===== config.mk =====
export PLATFORM = sky130hd
export DESIGN_NAME = brpp_port
export DESIGN_NICKNAME = d
export VERILOG_FILES = /design/src/brpp_pkg.sv /design/src/brpp_port.sv
export SDC_FILE = /design/constraint.sdc
export NUM_CORES = 1
export LEC_CHECK = 0
export BUFFER_PORTS_ARGS = -buffer_cell sky130_fd_sc_hd__buf_2
export CAP_MARGIN = 30
export CORE_UTILIZATION = 55
export CTS_CLUSTER_SIZE = 30
export DETAILED_ROUTE_END_ITERATION = 10
export PLACE_DENSITY = 0.74
export SLEW_MARGIN = 20
export SYNTH_ARGS = -nofsm -noshare
export SYNTH_HDL_FRONTEND = slang
export SYNTH_SLANG_ARGS = --single-unit
export TNS_END_PERCENT = 100

===== constraint.sdc =====
create_clock -name pclk -period 2.99 [get_ports pclk]
set_input_delay 0.598 -clock pclk [delete_from_list [all_inputs] [get_ports pclk]]
set_output_delay 0.598 -clock pclk [all_outputs]
set_load 0.05 [all_outputs]

===== src/brpp_pkg.sv =====
// Package of constants and types for the remote digit-pair programming port.
package brpp_pkg;
    // Register offsets on the APB side (byte addresses).
    localparam logic [7:0] OFF_CTRL    = 8'h00;
    localparam logic [7:0] OFF_STATUS  = 8'h04;
    localparam logic [7:0] OFF_IRQ     = 8'h08;
    localparam logic [7:0] OFF_MASK    = 8'h0c;
    localparam logic [7:0] OFF_TEMP_LO = 8'h10;
    localparam logic [7:0] OFF_TEMP_HI = 8'h14;
    localparam logic [7:0] OFF_CF_LO   = 8'h18;
    localparam logic [7:0] OFF_CF_HI   = 8'h1c;
    localparam logic [7:0] OFF_STEP_LO = 8'h20;
    localparam logic [7:0] OFF_STEP_HI = 8'h24;
    localparam logic [7:0] OFF_ATTEN   = 8'h28;
    localparam logic [7:0] OFF_MODFN   = 8'h2c;
    localparam logic [7:0] OFF_MODPCT  = 8'h30;
    // Target register addresses carried in digit group two.
    localparam logic [3:0] ADR_CF     = 4'h0;
    localparam logic [3:0] ADR_STEP   = 4'h1;
    localparam logic [3:0] ADR_ATTEN  = 4'h3;
    localparam logic [3:0] ADR_MODFN  = 4'h4;
    localparam logic [3:0] ADR_MODPCT = 4'h5;
    // Group one value that marks a pair as an address.
    localparam logic [3:0] ADDR_MARK  = 4'hf;
    // Modulation type digit codes.
    localparam logic [3:0] TYPE_PM    = 4'hc;
    localparam logic [3:0] TYPE_FM_A  = 4'h4;
    localparam logic [3:0] TYPE_FM_B  = 4'h2;
    localparam logic [3:0] TYPE_FM_C  = 4'h1;
    localparam logic [3:0] TYPE_OFF   = 4'h0;
    localparam logic [3:0] TYPE_AM    = 4'h8;
    // Modulation source digit codes.
    localparam logic [3:0] SRC_EXT_AC = 4'h9;
    localparam logic [3:0] SRC_EXT_DC = 4'h4;
    localparam logic [3:0] SRC_I400   = 4'h2;
    localparam logic [3:0] SRC_I1K    = 4'h1;
    // Reference level of the attenuator in dBm.
    localparam int         ATTEN_REF_DBM = 13;
    // Reset pulse minimum and flag duration.
    localparam int         CLK_HZ        = 10_000_000;
    localparam int         RST_MIN_NS    = 5000;
    localparam int         RST_CYC       = (RST_MIN_NS * (CLK_HZ / 1_000_000) + 999) / 1000;
    localparam int         FLAG_NS       = 1000;
    localparam int         FLAG_CYC      = (FLAG_NS * (CLK_HZ / 1_000_000)) / 1000;
    // Reset values.
    localparam logic [39:0] TEMP_RST     = 40'h00_0000_0000;
    localparam logic [7:0]  MASK_RST     = 8'h00;
    // Interrupt status bit positions.
    localparam int         IRQ_DATA  = 0;
    localparam int         IRQ_XFER  = 1;
    localparam int         IRQ_BADAD = 2;
    localparam int         IRQ_RRST  = 3;
    // Modulation type decode.
    typedef enum logic [2:0] {
        BRPP_MT_OFF  = 3'h0,
        BRPP_MT_AM   = 3'h1,
        BRPP_MT_FM1  = 3'h2,
        BRPP_MT_FM2  = 3'h3,
        BRPP_MT_FM3  = 3'h4,
        BRPP_MT_PM   = 3'h5,
        BRPP_MT_BAD  = 3'h7
    } brpp_mtype_t;
    // Modulation source decode.
    typedef enum logic [2:0] {
        BRPP_MS_NONE = 3'h0,
        BRPP_MS_EXTAC = 3'h1,
        BRPP_MS_EXTDC = 3'h2,
        BRPP_MS_I400 = 3'h3,
        BRPP_MS_I1K  = 3'h4,
        BRPP_MS_BAD  = 3'h7
    } brpp_msrc_t;
    // Pin bundle from the controller, already in positive logic.
    typedef struct packed {
        logic       strobe;
        logic [3:0] grp_one;
        logic [3:0] grp_two;
    } brpp_pins_t;
    // Decoded modulation setting.
    typedef struct packed {
        brpp_mtype_t mtype;
        brpp_msrc_t  msrc;
    } brpp_mod_t;
    // Strobe handshake states, Gray along idle, busy, hold.
    typedef enum logic [1:0] {
        BRPP_IDLE = 2'b00,
        BRPP_BUSY = 2'b01,
        BRPP_HOLD = 2'b11
    } brpp_state_t;
endpackage


===== src/brpp_port.sv =====
// Remote digit-pair programming port with APB register access.
`timescale 1ns/1ps
`default_nettype none
// Operation
// Data strobe shifts new pair into temp
// Group one all ones marks address; transfer
// Attenuator keeps three most significant digits
// Attenuator value is dB below reference
// Zero transfer to function turns modulation off
// Function: high digit type, low source
// Decode type and source digit codes
// Percent register loads independently by address
// Step register keeps increment for stepping
// Lines are negative true, low means one
// Capture digits at strobe trailing edge
// Flag asserts acknowledging each strobe
// Remote reset reinitialises, five microsecond minimum
// Temp holds ten digits, overflow discarded
// Unknown address clears temp, changes nothing
module brpp_port
    import brpp_pkg::*;
(
    input  wire logic        pclk,
    input  wire logic        presetn,
    input  wire logic        psel,
    input  wire logic        penable,
    input  wire logic        pwrite,
    input  wire logic [7:0]  paddr,
    input  wire logic [31:0] pwdata,
    output logic      [31:0] prdata,
    output logic             pready,
    output logic             pslverr,
    input  wire logic        cmd_strobe_n,
    input  wire logic [3:0]  digit_group_one_n,
    input  wire logic [3:0]  digit_group_two_n,
    input  wire logic        remote_reset_n,
    input  wire logic        local_remote_select_n,
    output logic             flag_n,
    output logic             irq
);
    // Controller lines turned into positive logic.
    brpp_pins_t  pins;
    // Strobe level of the previous cycle, for the trailing edge.
    logic        strobe_q;
    // Digit groups latched while the strobe is active.
    logic [3:0]  g1_q;
    logic [3:0]  g2_q;
    // One-cycle pulse on the strobe's trailing edge.
    logic        trail;
    // Ten-digit temporary register.
    logic [39:0] temp_q;
    // Pending address from the last address pair.
    logic        addr_pend_q;
    logic [3:0]  addr_q;
    // High when the pending address names a storage register that exists here.
    logic        known_adr;
    // Final storage registers.
    logic [39:0] centre_frequency_reg_q;
    logic [39:0] step_q;
    logic [11:0] atten_q;
    logic [7:0]  modfn_q;
    logic [39:0] modpct_q;
    // Flag state machine and its counter.
    brpp_state_t st_q;
    logic [7:0]  flag_cnt_q;
    // Remote reset length counter and the resulting pulse.
    logic [7:0]  rrst_cnt_q;
    logic        rrst_q;
    // Software control, interrupt status and mask.
    logic        sw_clear_q;
    logic [7:0]  irq_q;
    logic [7:0]  mask_q;
    logic [7:0]  irq_set;
    // Register bus decode.
    logic        wr_en;
    logic        rd_en;
    logic [31:0] rd_d;
    logic        hit;
    // Decoded modulation state.
    brpp_mod_t   mod_dec;

    // Invert all lines: low on the pin means logical one.
    assign pins = '{strobe: ~cmd_strobe_n, grp_one: ~digit_group_one_n,
                    grp_two: ~digit_group_two_n};

    // Latch digits while the strobe is high; the controller holds them until it ends.
    always_ff @(posedge pclk or negedge presetn) begin
        if (!presetn) begin
            strobe_q <= 1'b0;
            g1_q     <= 4'h0;
            g2_q     <= 4'h0;
        end else begin
            strobe_q <= pins.strobe;
            if (pins.strobe) begin
                g1_q <= pins.grp_one;
                g2_q <= pins.grp_two;
            end
        end
    end

    // Act on the trailing edge, using the digits held during the strobe.
    assign trail = strobe_q & ~pins.strobe & local_remote_select_n == 1'b0;

    // Remote reset must stay asserted long enough before it counts.
    always_ff @(posedge pclk or negedge presetn) begin
        if (!presetn) begin
            rrst_cnt_q <= 8'h00;
            rrst_q     <= 1'b0;
        end else begin
            rrst_q <= 1'b0;
            if (remote_reset_n) begin
                rrst_cnt_q <= 8'h00;
            end else if (rrst_cnt_q < 8'(RST_CYC)) begin
                rrst_cnt_q <= rrst_cnt_q + 8'h01;
                rrst_q     <= (rrst_cnt_q == 8'(RST_CYC - 1));
            end
        end
    end

    // Temporary register and pending address.
    always_ff @(posedge pclk or negedge presetn) begin
        if (!presetn) begin
            temp_q      <= TEMP_RST;
            addr_pend_q <= 1'b0;
            addr_q      <= 4'h0;
        end else if (rrst_q || sw_clear_q) begin
            temp_q      <= TEMP_RST;
            addr_pend_q <= 1'b0;
        end else if (trail) begin
            if (g1_q == ADDR_MARK) begin
                // Address pair: the next strobe transfers and clears.
                addr_pend_q <= 1'b1;
                addr_q      <= g2_q;
            end else if (addr_pend_q) begin
                // Transfer strobe always clears temp, even for unknown targets.
                temp_q      <= TEMP_RST;
                addr_pend_q <= 1'b0;
            end else begin
                // New pair enters at the top; the oldest pair falls off the bottom.
                temp_q <= {g2_q, g1_q, temp_q[39:8]};
            end
        end
    end

    // Final storage registers load on the transfer strobe.
    always_ff @(posedge pclk or negedge presetn) begin
        if (!presetn) begin
            centre_frequency_reg_q <= 40'h0;
            step_q                 <= 40'h0;
            atten_q                <= 12'h0;
            modfn_q                <= 8'h0;
            modpct_q               <= 40'h0;
        end else if (rrst_q) begin
            modfn_q <= 8'h0;
        end else if (trail && addr_pend_q && g1_q != ADDR_MARK) begin
            case (addr_q)
                ADR_CF:     centre_frequency_reg_q <= temp_q;
                ADR_STEP:   step_q   <= temp_q;
                ADR_ATTEN:  atten_q  <= temp_q[39:28];
                ADR_MODFN:  modfn_q  <= temp_q[39:32];
                ADR_MODPCT: modpct_q <= temp_q;
                default:    ; // Unknown targets keep all storage.
            endcase
        end
    end

    // Decode type from the high digit, source from the low digit.
    always_comb begin
        case (modfn_q[7:4])
            TYPE_OFF:  mod_dec.mtype = BRPP_MT_OFF;
            TYPE_AM:   mod_dec.mtype = BRPP_MT_AM;
            TYPE_FM_A: mod_dec.mtype = BRPP_MT_FM1;
            TYPE_FM_B: mod_dec.mtype = BRPP_MT_FM2;
            TYPE_FM_C: mod_dec.mtype = BRPP_MT_FM3;
            TYPE_PM:   mod_dec.mtype = BRPP_MT_PM;
            default:   mod_dec.mtype = BRPP_MT_BAD;
        endcase
        case (modfn_q[3:0])
            4'h0:       mod_dec.msrc = BRPP_MS_NONE;
            SRC_EXT_AC: mod_dec.msrc = BRPP_MS_EXTAC;
            SRC_EXT_DC: mod_dec.msrc = BRPP_MS_EXTDC;
            SRC_I400:   mod_dec.msrc = BRPP_MS_I400;
            SRC_I1K:    mod_dec.msrc = BRPP_MS_I1K;
            default:    mod_dec.msrc = BRPP_MS_BAD;
        endcase
        // All-zero function means modulation off regardless of source.
        if (modfn_q == 8'h00) begin
            mod_dec.mtype = BRPP_MT_OFF;
        end
    end

    // Flag machine: busy from strobe start, held a fixed time after it ends.
    always_ff @(posedge pclk or negedge presetn) begin
        if (!presetn) begin
            st_q       <= BRPP_IDLE;
            flag_cnt_q <= 8'h00;
        end else begin
            case (st_q)
                BRPP_IDLE: begin
                    if (pins.strobe) begin
                        st_q <= BRPP_BUSY;
                    end
                end
                BRPP_BUSY: begin
                    if (!pins.strobe) begin
                        st_q       <= BRPP_HOLD;
                        flag_cnt_q <= 8'(FLAG_CYC);
                    end
                end
                BRPP_HOLD: begin
                    if (flag_cnt_q == 8'h01) begin
                        st_q <= BRPP_IDLE;
                    end
                    flag_cnt_q <= flag_cnt_q - 8'h01;
                end
                default: st_q <= BRPP_IDLE;
            endcase
        end
    end

    // Flag is driven active low, busy in any state but idle.
    assign flag_n = (st_q == BRPP_IDLE);

    // Step down and every code above the percent register have no storage here.
    assign known_adr = (addr_q == ADR_CF) || (addr_q == ADR_STEP) || (addr_q == ADR_ATTEN) ||
                       (addr_q == ADR_MODFN) || (addr_q == ADR_MODPCT);

    // Events that raise sticky interrupt bits.
    assign irq_set = {4'h0, rrst_q,
                      trail && addr_pend_q && g1_q != ADDR_MARK && !known_adr,
                      trail && addr_pend_q && g1_q != ADDR_MARK,
                      trail && g1_q != ADDR_MARK && !addr_pend_q};

    // APB decode; slave is zero-wait.
    assign wr_en   = psel & penable & pwrite;
    assign rd_en   = psel & penable & ~pwrite;
    assign pready  = 1'b1;
    assign pslverr = psel & penable & ~hit;

    // Control register: bit 0 clears the temporary register (self-clearing).
    always_ff @(posedge pclk or negedge presetn) begin
        if (!presetn) begin
            sw_clear_q <= 1'b0;
            mask_q     <= MASK_RST;
        end else begin
            sw_clear_q <= wr_en && paddr == OFF_CTRL && pwdata[0];
            if (wr_en && paddr == OFF_MASK) begin
                mask_q <= pwdata[7:0];
            end
        end
    end

    // Sticky status, cleared by reading it; a set in the same cycle wins.
    always_ff @(posedge pclk or negedge presetn) begin
        if (!presetn) begin
            irq_q <= 8'h00;
        end else if (rd_en && paddr == OFF_IRQ) begin
            // Only the bits that the read returned are cleared, so a late event is kept.
            irq_q <= (irq_q & ~prdata[7:0]) | irq_set;
        end else begin
            irq_q <= irq_q | irq_set;
        end
    end

    assign irq = |(irq_q & mask_q);

    // Read mux.
    always_comb begin
        hit  = 1'b1;
        rd_d = 32'h0;
        case (paddr)
            OFF_CTRL:    rd_d = 32'h0;
            OFF_STATUS:  rd_d = {17'h0, mod_dec, st_q, 2'b0, addr_pend_q, addr_q};
            OFF_IRQ:     rd_d = {24'h0, irq_q};
            OFF_MASK:    rd_d = {24'h0, mask_q};
            OFF_TEMP_LO: rd_d = temp_q[31:0];
            OFF_TEMP_HI: rd_d = {24'h0, temp_q[39:32]};
            OFF_CF_LO:   rd_d = centre_frequency_reg_q[31:0];
            OFF_CF_HI:   rd_d = {24'h0, centre_frequency_reg_q[39:32]};
            OFF_STEP_LO: rd_d = step_q[31:0];
            OFF_STEP_HI: rd_d = {24'h0, step_q[39:32]};
            OFF_ATTEN:   rd_d = {20'h0, atten_q};
            OFF_MODFN:   rd_d = {24'h0, modfn_q};
            // Percent digits enter at the top, so the upper eight digits are shown.
            OFF_MODPCT:  rd_d = modpct_q[39:8];
            default:     hit = 1'b0;
        endcase
    end

    // Read data from a flop, loaded in the setup phase.
    always_ff @(posedge pclk or negedge presetn) begin
        if (!presetn) begin
            prdata <= 32'h0;
        end else if (psel && !penable && !pwrite) begin
            prdata <= rd_d;
        end
    end

    // Assertions.
    AST_SHIFT: assert property (@(posedge pclk) disable iff (!presetn)
        trail && g1_q != ADDR_MARK && !addr_pend_q && !rrst_q && !sw_clear_q
        |=> temp_q == {$past(g2_q), $past(g1_q), $past(temp_q[39:8])})
        else $error("temp shift wrong");
    AST_XFER_CLR: assert property (@(posedge pclk) disable iff (!presetn)
        trail && addr_pend_q && g1_q != ADDR_MARK |=> temp_q == 40'h0 && !addr_pend_q)
        else $error("transfer did not clear temp");
    AST_ATTEN: assert property (@(posedge pclk) disable iff (!presetn)
        trail && addr_pend_q && g1_q != ADDR_MARK && addr_q == ADR_ATTEN && !rrst_q
        |=> atten_q == $past(temp_q[39:28]))
        else $error("attenuator truncation wrong");
    AST_MODOFF: assert property (@(posedge pclk) disable iff (!presetn)
        modfn_q == 8'h00 |-> mod_dec.mtype == BRPP_MT_OFF)
        else $error("zero function not off");
    AST_AM1K: assert property (@(posedge pclk) disable iff (!presetn)
        modfn_q == 8'h81 |-> mod_dec.mtype == BRPP_MT_AM && mod_dec.msrc == BRPP_MS_I1K)
        else $error("function decode wrong");
    AST_PCT: assert property (@(posedge pclk) disable iff (!presetn)
        trail && addr_pend_q && g1_q != ADDR_MARK && addr_q == ADR_MODPCT && !rrst_q
        |=> modpct_q == $past(temp_q) && $stable(modfn_q))
        else $error("percent load wrong");
    AST_BADADR: assert property (@(posedge pclk) disable iff (!presetn)
        trail && addr_pend_q && g1_q != ADDR_MARK && !known_adr && !rrst_q
        |=> $stable(centre_frequency_reg_q) && $stable(step_q) && $stable(atten_q)
            && $stable(modfn_q) && $stable(modpct_q))
        else $error("unknown address changed storage");
    AST_FLAG: assert property (@(posedge pclk) disable iff (!presetn)
        st_q == BRPP_IDLE && pins.strobe |=> !flag_n ##1 !flag_n)
        else $error("flag not raised on strobe");
    AST_RRST: assert property (@(posedge pclk) disable iff (!presetn)
        rrst_q |=> temp_q == 40'h0 && modfn_q == 8'h00)
        else $error("remote reset did not clear");
    AST_STEP: assert property (@(posedge pclk) disable iff (!presetn)
        trail && addr_pend_q && g1_q != ADDR_MARK && addr_q == ADR_STEP && !rrst_q
        |=> step_q == $past(temp_q))
        else $error("step load wrong");
    AST_MODFN: assert property (@(posedge pclk) disable iff (!presetn)
        trail && addr_pend_q && g1_q != ADDR_MARK && addr_q == ADR_MODFN && !rrst_q
        |=> modfn_q == $past(temp_q[39:32]) && $stable(modpct_q))
        else $error("function load wrong");
    // A status read may only clear bits that it returned.
    AST_IRQ_KEEP: assert property (@(posedge pclk) disable iff (!presetn)
        rd_en && paddr == OFF_IRQ
        |=> ($past(irq_q) & ~$past(prdata[7:0]) & ~irq_q) == 8'h00)
        else $error("unreported status bit lost");
endmodule
`default_nettype wire


==> impl_metrics.csv, run 1 <==
group,metric,value,unit
synthesis,async_reset_ff_frac,1.00,
cells_and_area,final_common_cell,"dfrtp_1",
drt,drc,0,
synthesis,ys_seq_area_frac,0.548,
synthesis,yosysWarnings,0,
drt,routed_wl,31400,um
power_and_ir_drop,power.density,633,nW/um^2
clocking,cts_setup_buffers,0,
min_path,hold_path.class,"input pin to async pin",
power_and_ir_drop,ir_worst_vdd,0.666,mV
synthesis,synth_area,11600,sq um
clocking,cts.htree.levels,1,
global_route,grt_pass1_wl,49600,um
critical_path,cp_cell_sequence,"buf_2, or4_1, buf_4, nor2_1, nor2_1, buf_2",
sta,tightest_slew,888,ps
synthesis,yosys_register_bits,254,
synthesis,synth_cell_types,66,
floorplan,initial_core_util,0.567,
sta,setup-violations-final,0,
clocking,cts_buffers,27,
global_route,antenna_found_initial,0,
floorplan,pin_count,92,
clocking,max-clock-path-buffers,3,
drt,via_per_inst,6.45,
critical_path,r2r_cells,6,
sta,slew_headroom,0.407,
synthesis,synth_fp_nets,1019,
synthesis,synth_top_cell_by_area,"dfrtp_1",
clocking,cts_resized,0,
cells_and_area,antenna_cells,0,
floorplan,num_rows,52,
sta,grt_setup_unrepaired,"no",
synthesis,synthTopCellsByArea,"dfrtp_1, mux2_2, mux2_4, a22o_1, a22oi_1",
power_and_ir_drop,p_leak,6.38,nW
critical_path,crit_path_start_kind,"input pin",
cells_and_area,final_cell_mix,"dfrtp_1, mux2_2, nand2_1, buf_2, nor2_1",
flow_run,drv_cap,0,
critical_path,cp_slowest_cell,"or4_1",
power_and_ir_drop,p_total,8.44,mW
drt,drt_iter0_markers,778,
floorplan,die-area,21700,sq um
critical_path,cp-end-kind,"output pin",
global_route,grt_usage,0.298,
synthesis,synth_top_cell_area_share,0.548,
cells_and_area,area_growth,15.0,%
placed_design,dpl.hpwl,20900,um
clocking,clkLatencyLatePin,540,ps
floorplan,fp.dieH,147,um
clocking,tritoncts,"yes",
critical_path,slowest_delay,540,ps
sta,worst_slack,532,ps
cells_and_area,utilization,0.652,
floorplan,core_area,20400,sq um
sta,layout_min_cycle_time,2460,ps
synthesis,synthCells,959,
drt,first_pass_iters,6,
outcome,status,"complete, no violations",
drt,final_antenna_net_count,0,
cells_and_area,nNetsFinal,1101,
placed_design,numPortBuffers,66,
critical_path,path_class,"input pin to output pin",
critical_path,critPathRequiredTime,2390,ps
global_route,grt_pass1_vias,8559,
global_route,grt_max_degree,74,
placed_design,place_congestion,0.991,
clocking,clk_pin_slew,60,ps
critical_path,arrival,1860,ps
clocking,cts.sinks,254,
sta,fmax,407,MHz
sta,fin_tns_setup,0,ps
synthesis,synth_edf_count,0,
sta,hold_viol_final,0,
clocking,ctsHoldBuffers,0,
synthesis,yosys_most_used_dff,"dfrtp_1",
placed_design,dpl_worst_slack,244,ps
clocking,clockRootBuffer,"clkbuf_16",
sta,finClkSkew,24.6,ps
sta,period_share,0.822,
drt,wl_per_cell,23.6,um
cells_and_area,drive_above_1_share,0.307,
floorplan,die_w,147,um
global_route,overflow,0,
synthesis,synth_area_per_cell,12.1,sq um
drt,via_count,8574,
critical_path,path_max_fanout,9,
sta,drv_slew,0,
## registers in the layout, indices dropped and copies added, names as in the netlist
name / count
rrst_q: 1
temp_q: 40
centre_frequency_reg_q: 40
rrst_cnt_q: 8
irq_q: 8
modpct_q: 32
st_q: 2
prdata: 32
atten_q: 12
step_q: 40
flag_cnt_q: 8
addr_q: 4
sw_clear_q: 1
mask_q: 8
g2_q: 4
strobe_q: 1
g1_q: 4
addr_pend_q: 1
modfn_q: 8
## cells in the mapped netlist (5+ instances only)
cell / n
a211oi_1: 6
a21o_1: 5
a21oi_1: 27
a221oi_1: 11
a22o_1: 47
a22oi_1: 42
a31oi_1: 6
a32oi_1: 5
buf_1: 6
buf_2: 9
clkbuf_1: 43
dfrtp_1: 254
inv_1: 8
mux2_2: 116
mux2_4: 40
mux2i_1: 20
nand2_1: 80
nand3_1: 8
nand4_1: 6
nor2_1: 57
nor2b_1: 8
nor3_1: 14
nor4_1: 8
o21ai_0: 22
o21ai_1: 25
o22ai_1: 5
or4_1: 7
## cell families (layout without fill, tap and decap cells)
kind of cell,after synthesis,after routing,share of synthesized area
AO/OA/AOI/OAI,228,228,0.140
multiplexers,177,177,0.184
AND/OR/NAND/NOR,220,220,0.0933
buffers and inverters,71,171,0.0269
flip-flops,254,254,0.548
other,1,1,0.000324
adder cells (fa/ha/maj),4,4,0.00432
XOR/XNOR,4,4,0.00302
## metrics by stage
stage	hold WS [ps]	instances	area [sq um]
after floorplan	302	959	11600
after global placement	454	1282	12400
after detailed placement	472	1282	12400
after CTS	43.8	1329	13300
after global routing	61.1	1329	13300
final	11.3	1329	13300
## final timing paths
path	startpoint	slack [ps]	endpoint
min in group pclk	digit_group_one_n[0]	240	g1_q[0]$_DFFE_PN0N_
hold / removal	presetn	10	prdata[13]$_DFFE_PN0P_
setup / recovery	paddr[7]	530	pslverr
hold reg to reg	prdata[22]$_DFFE_PN0P_	480	prdata[22]$_DFFE_PN0P_
max in group asynchronous	presetn	2190	step_q[24]$_DFFE_PN0P_
setup reg to reg	g1_q[1]$_DFFE_PN0N_	590	centre_frequency_reg_q[32]$_DFFE_PN0P_
## critical path, delay by kind of cell
kind | cells | cell delay [ps]
simple gates | 3 | 730
buf+inv | 3 | 530
## layer usage
layer	up-vias	global-route usage	share of wire
li1	3736	-	-
met1	4357	0.411	0.42
met2	414	0.464	0.46
met3	67	0.0733	0.092
met4	0	0.0933	0.027
met5	-	0	0
## cell type report
type / count / area [sq um]
fillers: 1589 / 7100
flip-flops and latches: 254 / 6360
multi-input cells: 634 / 4940
repair buffers: 116 / 778
clock buffers: 37 / 743
well taps: 270 / 338
clock inverters: 10 / 140
inverters: 8 / 30.0
## where the power goes
| part | internal [mW] | total (mW) | switching [mW] |
|---|---|---|---|
| sequential | 3.72 | 4.14 | 0.419 |
| clock | 2.00 | 3.34 | 1.35 |
| combinational | 0.450 | 0.966 | 0.516 |
| total | 6.16 | 8.44 | 2.28 |
No activity file was read; power rests on OpenSTA's default activity.
==> inputs of run 2 (changes only) <==
--- a/config.mk
+++ b/config.mk
@@ -5,12 +5,13 @@
 export SDC_FILE = /design/constraint.sdc
 export NUM_CORES = 1
 export LEC_CHECK = 0
+export ABC_AREA = 1
 export BUFFER_PORTS_ARGS = -buffer_cell sky130_fd_sc_hd__buf_2
 export CAP_MARGIN = 30
-export CORE_UTILIZATION = 55
+export CORE_UTILIZATION = 54
 export CTS_CLUSTER_SIZE = 30
 export DETAILED_ROUTE_END_ITERATION = 10
-export PLACE_DENSITY = 0.74
+export PLACE_DENSITY = 0.76
 export SLEW_MARGIN = 20
 export SYNTH_ARGS = -nofsm -noshare
 export SYNTH_HDL_FRONTEND = slang
==> constraint.sdc (replaced) <==
create_clock -name pclk -period 2 [get_ports pclk]
set_input_delay 0.4 -clock pclk [delete_from_list [all_inputs] [get_ports pclk]]
set_output_delay 0.4 -clock pclk [all_outputs]
set_load 0.05 [all_outputs]
==> run 2 against run 1 <==
Net effect: sequential power rose by 42%; clock skew decreased by 12 ps; area after synthesis rose by 2.5%; count of clock-buffer cells in the layout is the same; synthesized cell count grew 44%; critical path depth down 1; via count rose by 15%; flip-flop and latch count did not move; first-iteration DRC count grew 23%; critical endpoint is now irq; highest routed layer unchanged.
==> impl_metrics.csv, run 2 <==
group,metric,value,unit
sta,grt_setup_unrepaired,"yes",
power_and_ir_drop,power.switching,3.34,mW
clocking,cts_buffers,27,
flow_run,drv_cap,0,
synthesis,synth-simple-area-share,0.250,
floorplan,pin_count,92,
critical_path,path_class,"register to output pin",
drt,first_pass_iters,5,
min_path,hold_path.class,"input pin to register",
synthesis,synth-xor-area-share,0.00295,
power_and_ir_drop,ir_worst_vdd,0.742,mV
clocking,tritoncts,"yes",
power_and_ir_drop,swShare,0.266,
clocking,cts.htree.levels,1,
synthesis,synth_top_cell_area_share,0.535,
clocking,cts.sinks,254,
power_and_ir_drop,p_leak,6.73,nW
cells_and_area,nNetsFinal,1513,
clocking,clockRootBuffer,"clkbuf_16",
synthesis,muxShareOfSynthArea,0,
cells_and_area,antenna_cells,0,
clocking,max-clock-path-buffers,3,
critical_path,r2r_slack,270,ps
drt,final_antenna_net_count,0,
critical_path,crit_path_start_kind,"register",
drt,drc,0,
cells_and_area,final_common_cell,"nand2_1",
placed_design,place_congestion,0.919,
global_route,grt_pass1_vias,9765,
placed_design,numPortBuffers,66,
critical_path,critPathRequiredTime,1600,ps
min_path,holdPathStages,2,
global_route,grt_max_degree,81,
sta,fin_tns_setup,0,ps
power_and_ir_drop,pwr-share-seq,0.468,
cells_and_area,final_cell_mix,"nand2_1, dfrtp_1, nand3_1, inv_1, o21ai_0",
synthesis,yosysMostFrequentCell,"nand2_1",
synthesis,synthTopCellsByArea,"dfrtp_1, nand2_1, nand3_1, o21ai_2, o21ai_0",
sta,hold_viol_final,0,
critical_path,cp-end-kind,"output pin",
global_route,grt_usage,0.292,
clocking,cts_setup_buffers,0,
cells_and_area,finalInstanceArea,13500,sq um
sta,worst_slack,44.1,ps
sta,setup-violations-final,0,
floorplan,num_rows,53,
power_and_ir_drop,power.density,926,nW/um^2
critical_path,slowest_delay,410,ps
synthesis,synth_cell_types,40,
sta,period_share,0.978,
global_route,grt_pass1_wl,50900,um
synthesis,yosysWarnings,0,
cells_and_area,drive_above_1_share,0.169,
floorplan,die-area,22600,sq um
critical_path,arrival,1560,ps
drt,drt_iter0_markers,960,
min_path,min-delay-start,"digit_group_one_n[3]",
synthesis,synthCells,1380,
critical_path,reg2reg_to,"atten_q[8]$_DFFE_PN0P_",
critical_path,path_max_fanout,3,
placed_design,dpl.hpwl,20400,um
clocking,clk_pin_slew,60,ps
synthesis,synth_fp_nets,1440,
critical_path,cp_cell_sequence,"nand2_1, nand2_1, a221oi_2, nand2_1, buf_6",
drt,routed_wl,30900,um
drt,via_count,9871,
sta,finClkSkew,12.2,ps
synthesis,yosys_register_bits,254,
power_and_ir_drop,cellInternalPower,9.21,mW
cells_and_area,top_regs,"centre_frequency_reg_q (40), step_q (40), temp_q (40)",
synthesis,async_reset_ff_frac,1.00,
global_route,overflow,0,
critical_path,r2r_cells,6,
synthesis,synth_edf_count,0,
min_path,holdPathEnd,"g1_q[3]$_DFFE_PN0N_",
synthesis,netlist_top_cells_count,"nand2_1, dfrtp_1, nand3_1, inv_1, o21ai_0",
synthesis,ys_seq_area_frac,0.535,
placed_design,dpl_worst_slack,43.2,ps
placed_design,place_area,12600,sq um
clocking,clkLatencyLatePin,530,ps
synthesis,synth_area_per_cell,8.61,sq um
critical_path,path_delay_family,"flip-flops",
cells_and_area,final_cells,1744,
synthesis,synth-compound-area-share,0.134,
power_and_ir_drop,combPwrFrac,0.120,
sta,layout_min_cycle_time,1960,ps
floorplan,fp.dieH,150,um
sta,fmax,511,MHz
synthesis,synthAdderAreaFrac,0.00421,
floorplan,initial_core_util,0.558,
outcome,status,"complete, no violations",
floorplan,die_w,150,um
synthesis,yosys_most_used_dff,"dfrtp_1",
critical_path,cp_common_cell,"nand2_1",
synthesis,synth_area,11900,sq um
global_route,antenna_found_initial,0,
synthesis,synth_top_family_by_area,"simple AND/OR/NAND/NOR gates",
power_and_ir_drop,p_clk_frac,0.411,
critical_path,cp_slowest_cell,"dfrtp_1",
critical_path,r2r_start,"g1_q[1]$_DFFE_PN0N_",
critical_path,worst-path-buf-inv,1,
drt,wl_per_cell,17.7,um
placed_design,dp.cells,1698,
cells_and_area,area_growth,14.0,%
synthesis,synth_top_cell_by_area,"dfrtp_1",
floorplan,core_area,21300,sq um
drt,via_per_inst,5.66,
sta,drv_slew,0,
run 2: changes by cell type after synthesis, sizes merged, moves of 31 or more:
cell / change
nand2: +346
o21ai: +160
mux2: -156
nand3: +145
inv: +96
a22o: -47
a22oi: -41
buf: +34
nor2: +31
run 2: logic make-up (layout without fill, tap and decap cells):
family	after synthesis	in the layout
compound gates	255	255
xor+xnor	4	4
simple gates	690	690
buf+inv	172	261
flops	254	254
other cells	1	1
fa+ha+maj	4	4
run 2: metrics by stage:
step	util	power (mW)	hold slack, ps
2_1_floorplan	-	6.85	104
3_3_place_gp	0.592	7.36	366
3_5_place_dp	0.592	7.44	364
4_1_cts	0.636	12.6	44.4
5_1_grt	0.636	13.0	51.3
6_report	0.636	12.5	53.5
run 2: power groups by stage:
stage / Clock, mW / Combinational (mW) / Sequential (mW)
3_3_place_gp: 0 / 1.43 / 5.93
6_report: 5.16 / 1.51 / 5.87
5_1_grt: 5.42 / 1.69 / 5.92
2_1_floorplan: 0 / 0.986 / 5.87
3_5_place_dp: 0 / 1.49 / 5.95
4_1_cts: 5.22 / 1.51 / 5.86
run 2: area by class of cell:
type                    instances  area (sq um)
clock buffers                  37           773
clock inverters                 8           143
fillers                      1727          7740
inverters                     105           394
multi-input cells             954          4690
flip-flops and latches        254          6360
well taps                     275           344
repair buffers                111           852
run 2: layer usage:
metal  vias up  wire, um  global-route usage
met5         -         0                   0
met3        84      2540              0.0576
met4         0      1180               0.117
li1       4674         -                   -
met2       391     14100               0.458
met1      4722     13000               0.399
run 2: worst max-delay path by stage:
| stage | start | to | slack [ps] | cells after the start |
|---|---|---|---|---|
| 2_1_floorplan | paddr[0] | pslverr | 80 | 8 |
| 3_3_place_gp | paddr[0] | pslverr | 70 | 9 |
| 3_5_place_dp | paddr[0] | pslverr | 40 | 9 |
| 4_1_cts | irq_q[4]$_DFFE_PN0P_ | irq | 2 | 5 |
| 5_1_grt | irq_q[4]$_DFFE_PN0P_ | irq | -20 | 5 |
| 6_report | irq_q[0]$_DFF_PN0_ | irq | 40 | 5 |
run 2: what timing repair did:
action,4_1_cts,5_1_grt
resized for setup,2,5
pin swaps,0,1
endpoints found under the setup margin,1,5
hold endpoints to repair,46,0
hold buffers,1,0
run 2: worst reg2reg max path, stage by stage (launching register included):
cell     delay [ps]
dfrtp_1         400
nand4_1         200
nand3_4         170
nor2_8          200
nand4_4         350
nand2_1         180
o21ai_1          90
==> inputs of run 3 (changes only) <==
--- a/config.mk
+++ b/config.mk
@@ -8,6 +8,7 @@
 export ABC_AREA = 1
 export BUFFER_PORTS_ARGS = -buffer_cell sky130_fd_sc_hd__buf_2
 export CAP_MARGIN = 30
+export CORE_ASPECT_RATIO = 1.25
 export CORE_UTILIZATION = 54
 export CTS_CLUSTER_SIZE = 30
 export DETAILED_ROUTE_END_ITERATION = 10
==> run 3 against run 2 <==
Net effect: global-route usage shrank 0.60 points; worst setup slack gained 21 ps; hold slack gained 2.8 ps; sequential power is essentially flat; highest routed layer unchanged; critical path depth is the same; count of clock-buffer cells in the layout grew 3; final cell count grew 0.63%; first-iteration DRC count shrank 23%; flip-flop and latch count is the same; critical path type unchanged; critical endpoint unchanged; maximum frequency grew 1.1%; non-clock buffer count grew 3.
==> impl_metrics.csv, run 3 (synthesized netlist as in run 2, its figures left out) <==
group,metric,value,unit
outcome,status,"complete, no violations",
sta,layout_min_cycle_time,1930,ps
critical_path,crit_path_start_kind,"register",
power_and_ir_drop,ir_worst_vdd,0.709,mV
critical_path,r2r_cells,7,
cells_and_area,utilization,0.631,
clocking,clk_pin_slew,60,ps
global_route,antenna_found_initial,0,
critical_path,cp_common_cell,"nand2_1",
critical_path,arrival,1530,ps
floorplan,core_area,21500,sq um
cells_and_area,final_common_cell,"nand2_1",
global_route,grt_max_degree,78,
global_route,grt_pass1_wl,50900,um
floorplan,die-area,22600,sq um
sta,hold_viol_final,0,
cells_and_area,multi_input_area,4690,sq um
floorplan,pin_count,92,
global_route,overflow,0,
critical_path,cp_slowest_cell,"dfrtp_1",
cells_and_area,n_fill_cell,1780,
cells_and_area,regArea,6360,sq um
clocking,clockRootBuffer,"clkbuf_16",
sta,setup-violations-final,0,
critical_path,path_max_fanout,3,
critical_path,cp_cell_sequence,"nand2_1, nand2_1, a221oi_2, nand2_1, buf_4",
critical_path,r2r_start,"g1_q[0]$_DFFE_PN0N_",
sta,fmax,517,MHz
cells_and_area,nNetsFinal,1516,
sta,fin_tns_setup,0,ps
critical_path,cp-end-kind,"output pin",
clocking,cts.htree.levels,1,
drt,drc,0,
power_and_ir_drop,p_total,12.4,mW
global_route,grt_pass1_vias,9792,
critical_path,path_class,"register to output pin",
clocking,cts_setup_buffers,0,
global_route,grt_usage,0.286,
placed_design,place_congestion,0.914,
clocking,tritoncts,"yes",
floorplan,num_rows,60,
sta,period_share,0.967,
drt,via_count,9854,
power_and_ir_drop,p_leak,6.75,nW
critical_path,critPathRequiredTime,1600,ps
placed_design,numPortBuffers,66,
cells_and_area,antenna_cells,0,
drt,drt_iter0_markers,743,
sta,finClkSkew,15.2,ps
power_and_ir_drop,power.density,911,nW/um^2
min_path,hold_path.class,"input pin to register",
drt,first_pass_iters,5,
placed_design,dpl.hpwl,20800,um
cells_and_area,area_growth,14.4,%
flow_run,drv_cap,0,
min_path,min-delay-start,"digit_group_two_n[3]",
cells_and_area,final_cell_mix,"nand2_1, dfrtp_1, nand3_1, inv_1, o21ai_0",
floorplan,initial_core_util,0.551,
sta,grt_setup_unrepaired,"no",
placed_design,place_area,12700,sq um
drt,final_antenna_net_count,0,
clocking,max-clock-path-buffers,3,
clocking,cts_buffers,27,
critical_path,crit_start,"mask_q[5]$_DFFE_PN0P_",
clocking,cts.sinks,254,
floorplan,die_w,135,um
clocking,clkLatencyLatePin,530,ps
cells_and_area,top_regs,"centre_frequency_reg_q (40), step_q (40), temp_q (40)",
drt,wl_per_cell,17.6,um
min_path,holdPathStages,2,
drt,routed_wl,30900,um
critical_path,slowest_delay,410,ps
sta,drv_slew,0,
floorplan,fp.dieH,168,um
drt,via_per_inst,5.61,
cells_and_area,finalInstanceArea,13600,sq um
cells_and_area,drive_above_1_share,0.170,
run 3: path summary, 6_finish.rpt:
check | end | slack [ps]
worst max-delay path | irq | 70
worst min-delay path | g2_q[3]$_DFFE_PN0N_ | 60
worst max register to register | step_q[22]$_DFFE_PN0P_ | 310
worst min register to register | prdata[23]$_DFFE_PN0P_ | 470
max in group asynchronous | irq_q[1]$_DFF_PN0_ | 950
min in group asynchronous | prdata[7]$_DFFE_PN0P_ | 340
run 3: per-layer routing:
metal	routed length, um	vias up	GRT usage
met2	15000	352	0.472
met3	1930	66	0.0443
li1	-	4670	-
met4	990	0	0.108
met5	0	-	0
met1	13000	4766	0.381
run 3: what timing repair did:
action | in CTS | in global routing
setup endpoints to repair | 1 | 2
endpoints found under the hold margin | 30 | 0
gates resized for setup | 1 | 7
hold buffers | 1 | 0
run 3: cell type report:
cell class,instances,area share
Sequential cell,254,0.468
Multi-Input combinational cell,954,0.345
Timing Repair Buffer,114,0.0671
Clock buffer,40,0.0563
Inverter,105,0.0290
Tap cell,279,0.0257
Clock inverter,9,0.00939
run 3: power by group:
| part | switching, mW | internal (mW) |
|---|---|---|
| Clock | 2.00 | 3.03 |
| Combinational | 1.03 | 0.449 |
| Sequential | 0.307 | 5.57 |
| Total | 3.34 | 9.04 |
run 3: worst max-delay path: cells and delay by family (launching register included):
kind | cells | cell delay (ps)
AND/OR/NAND/NOR | 3 | 230
flip-flops | 1 | 410
AO/OA/AOI/OAI | 1 | 180
buffers and inverters | 1 | 190
run 3: through the flow:
stage	std cells	worst slack [ps]	hold WS, ps
floorplan	1380	79.8	104
global placement	1705	64.6	296
detailed placement	1705	7.64	294
CTS	1755	5.41	46.6
global route	1755	1.64	44.0
finish	1755	65.5	56.3
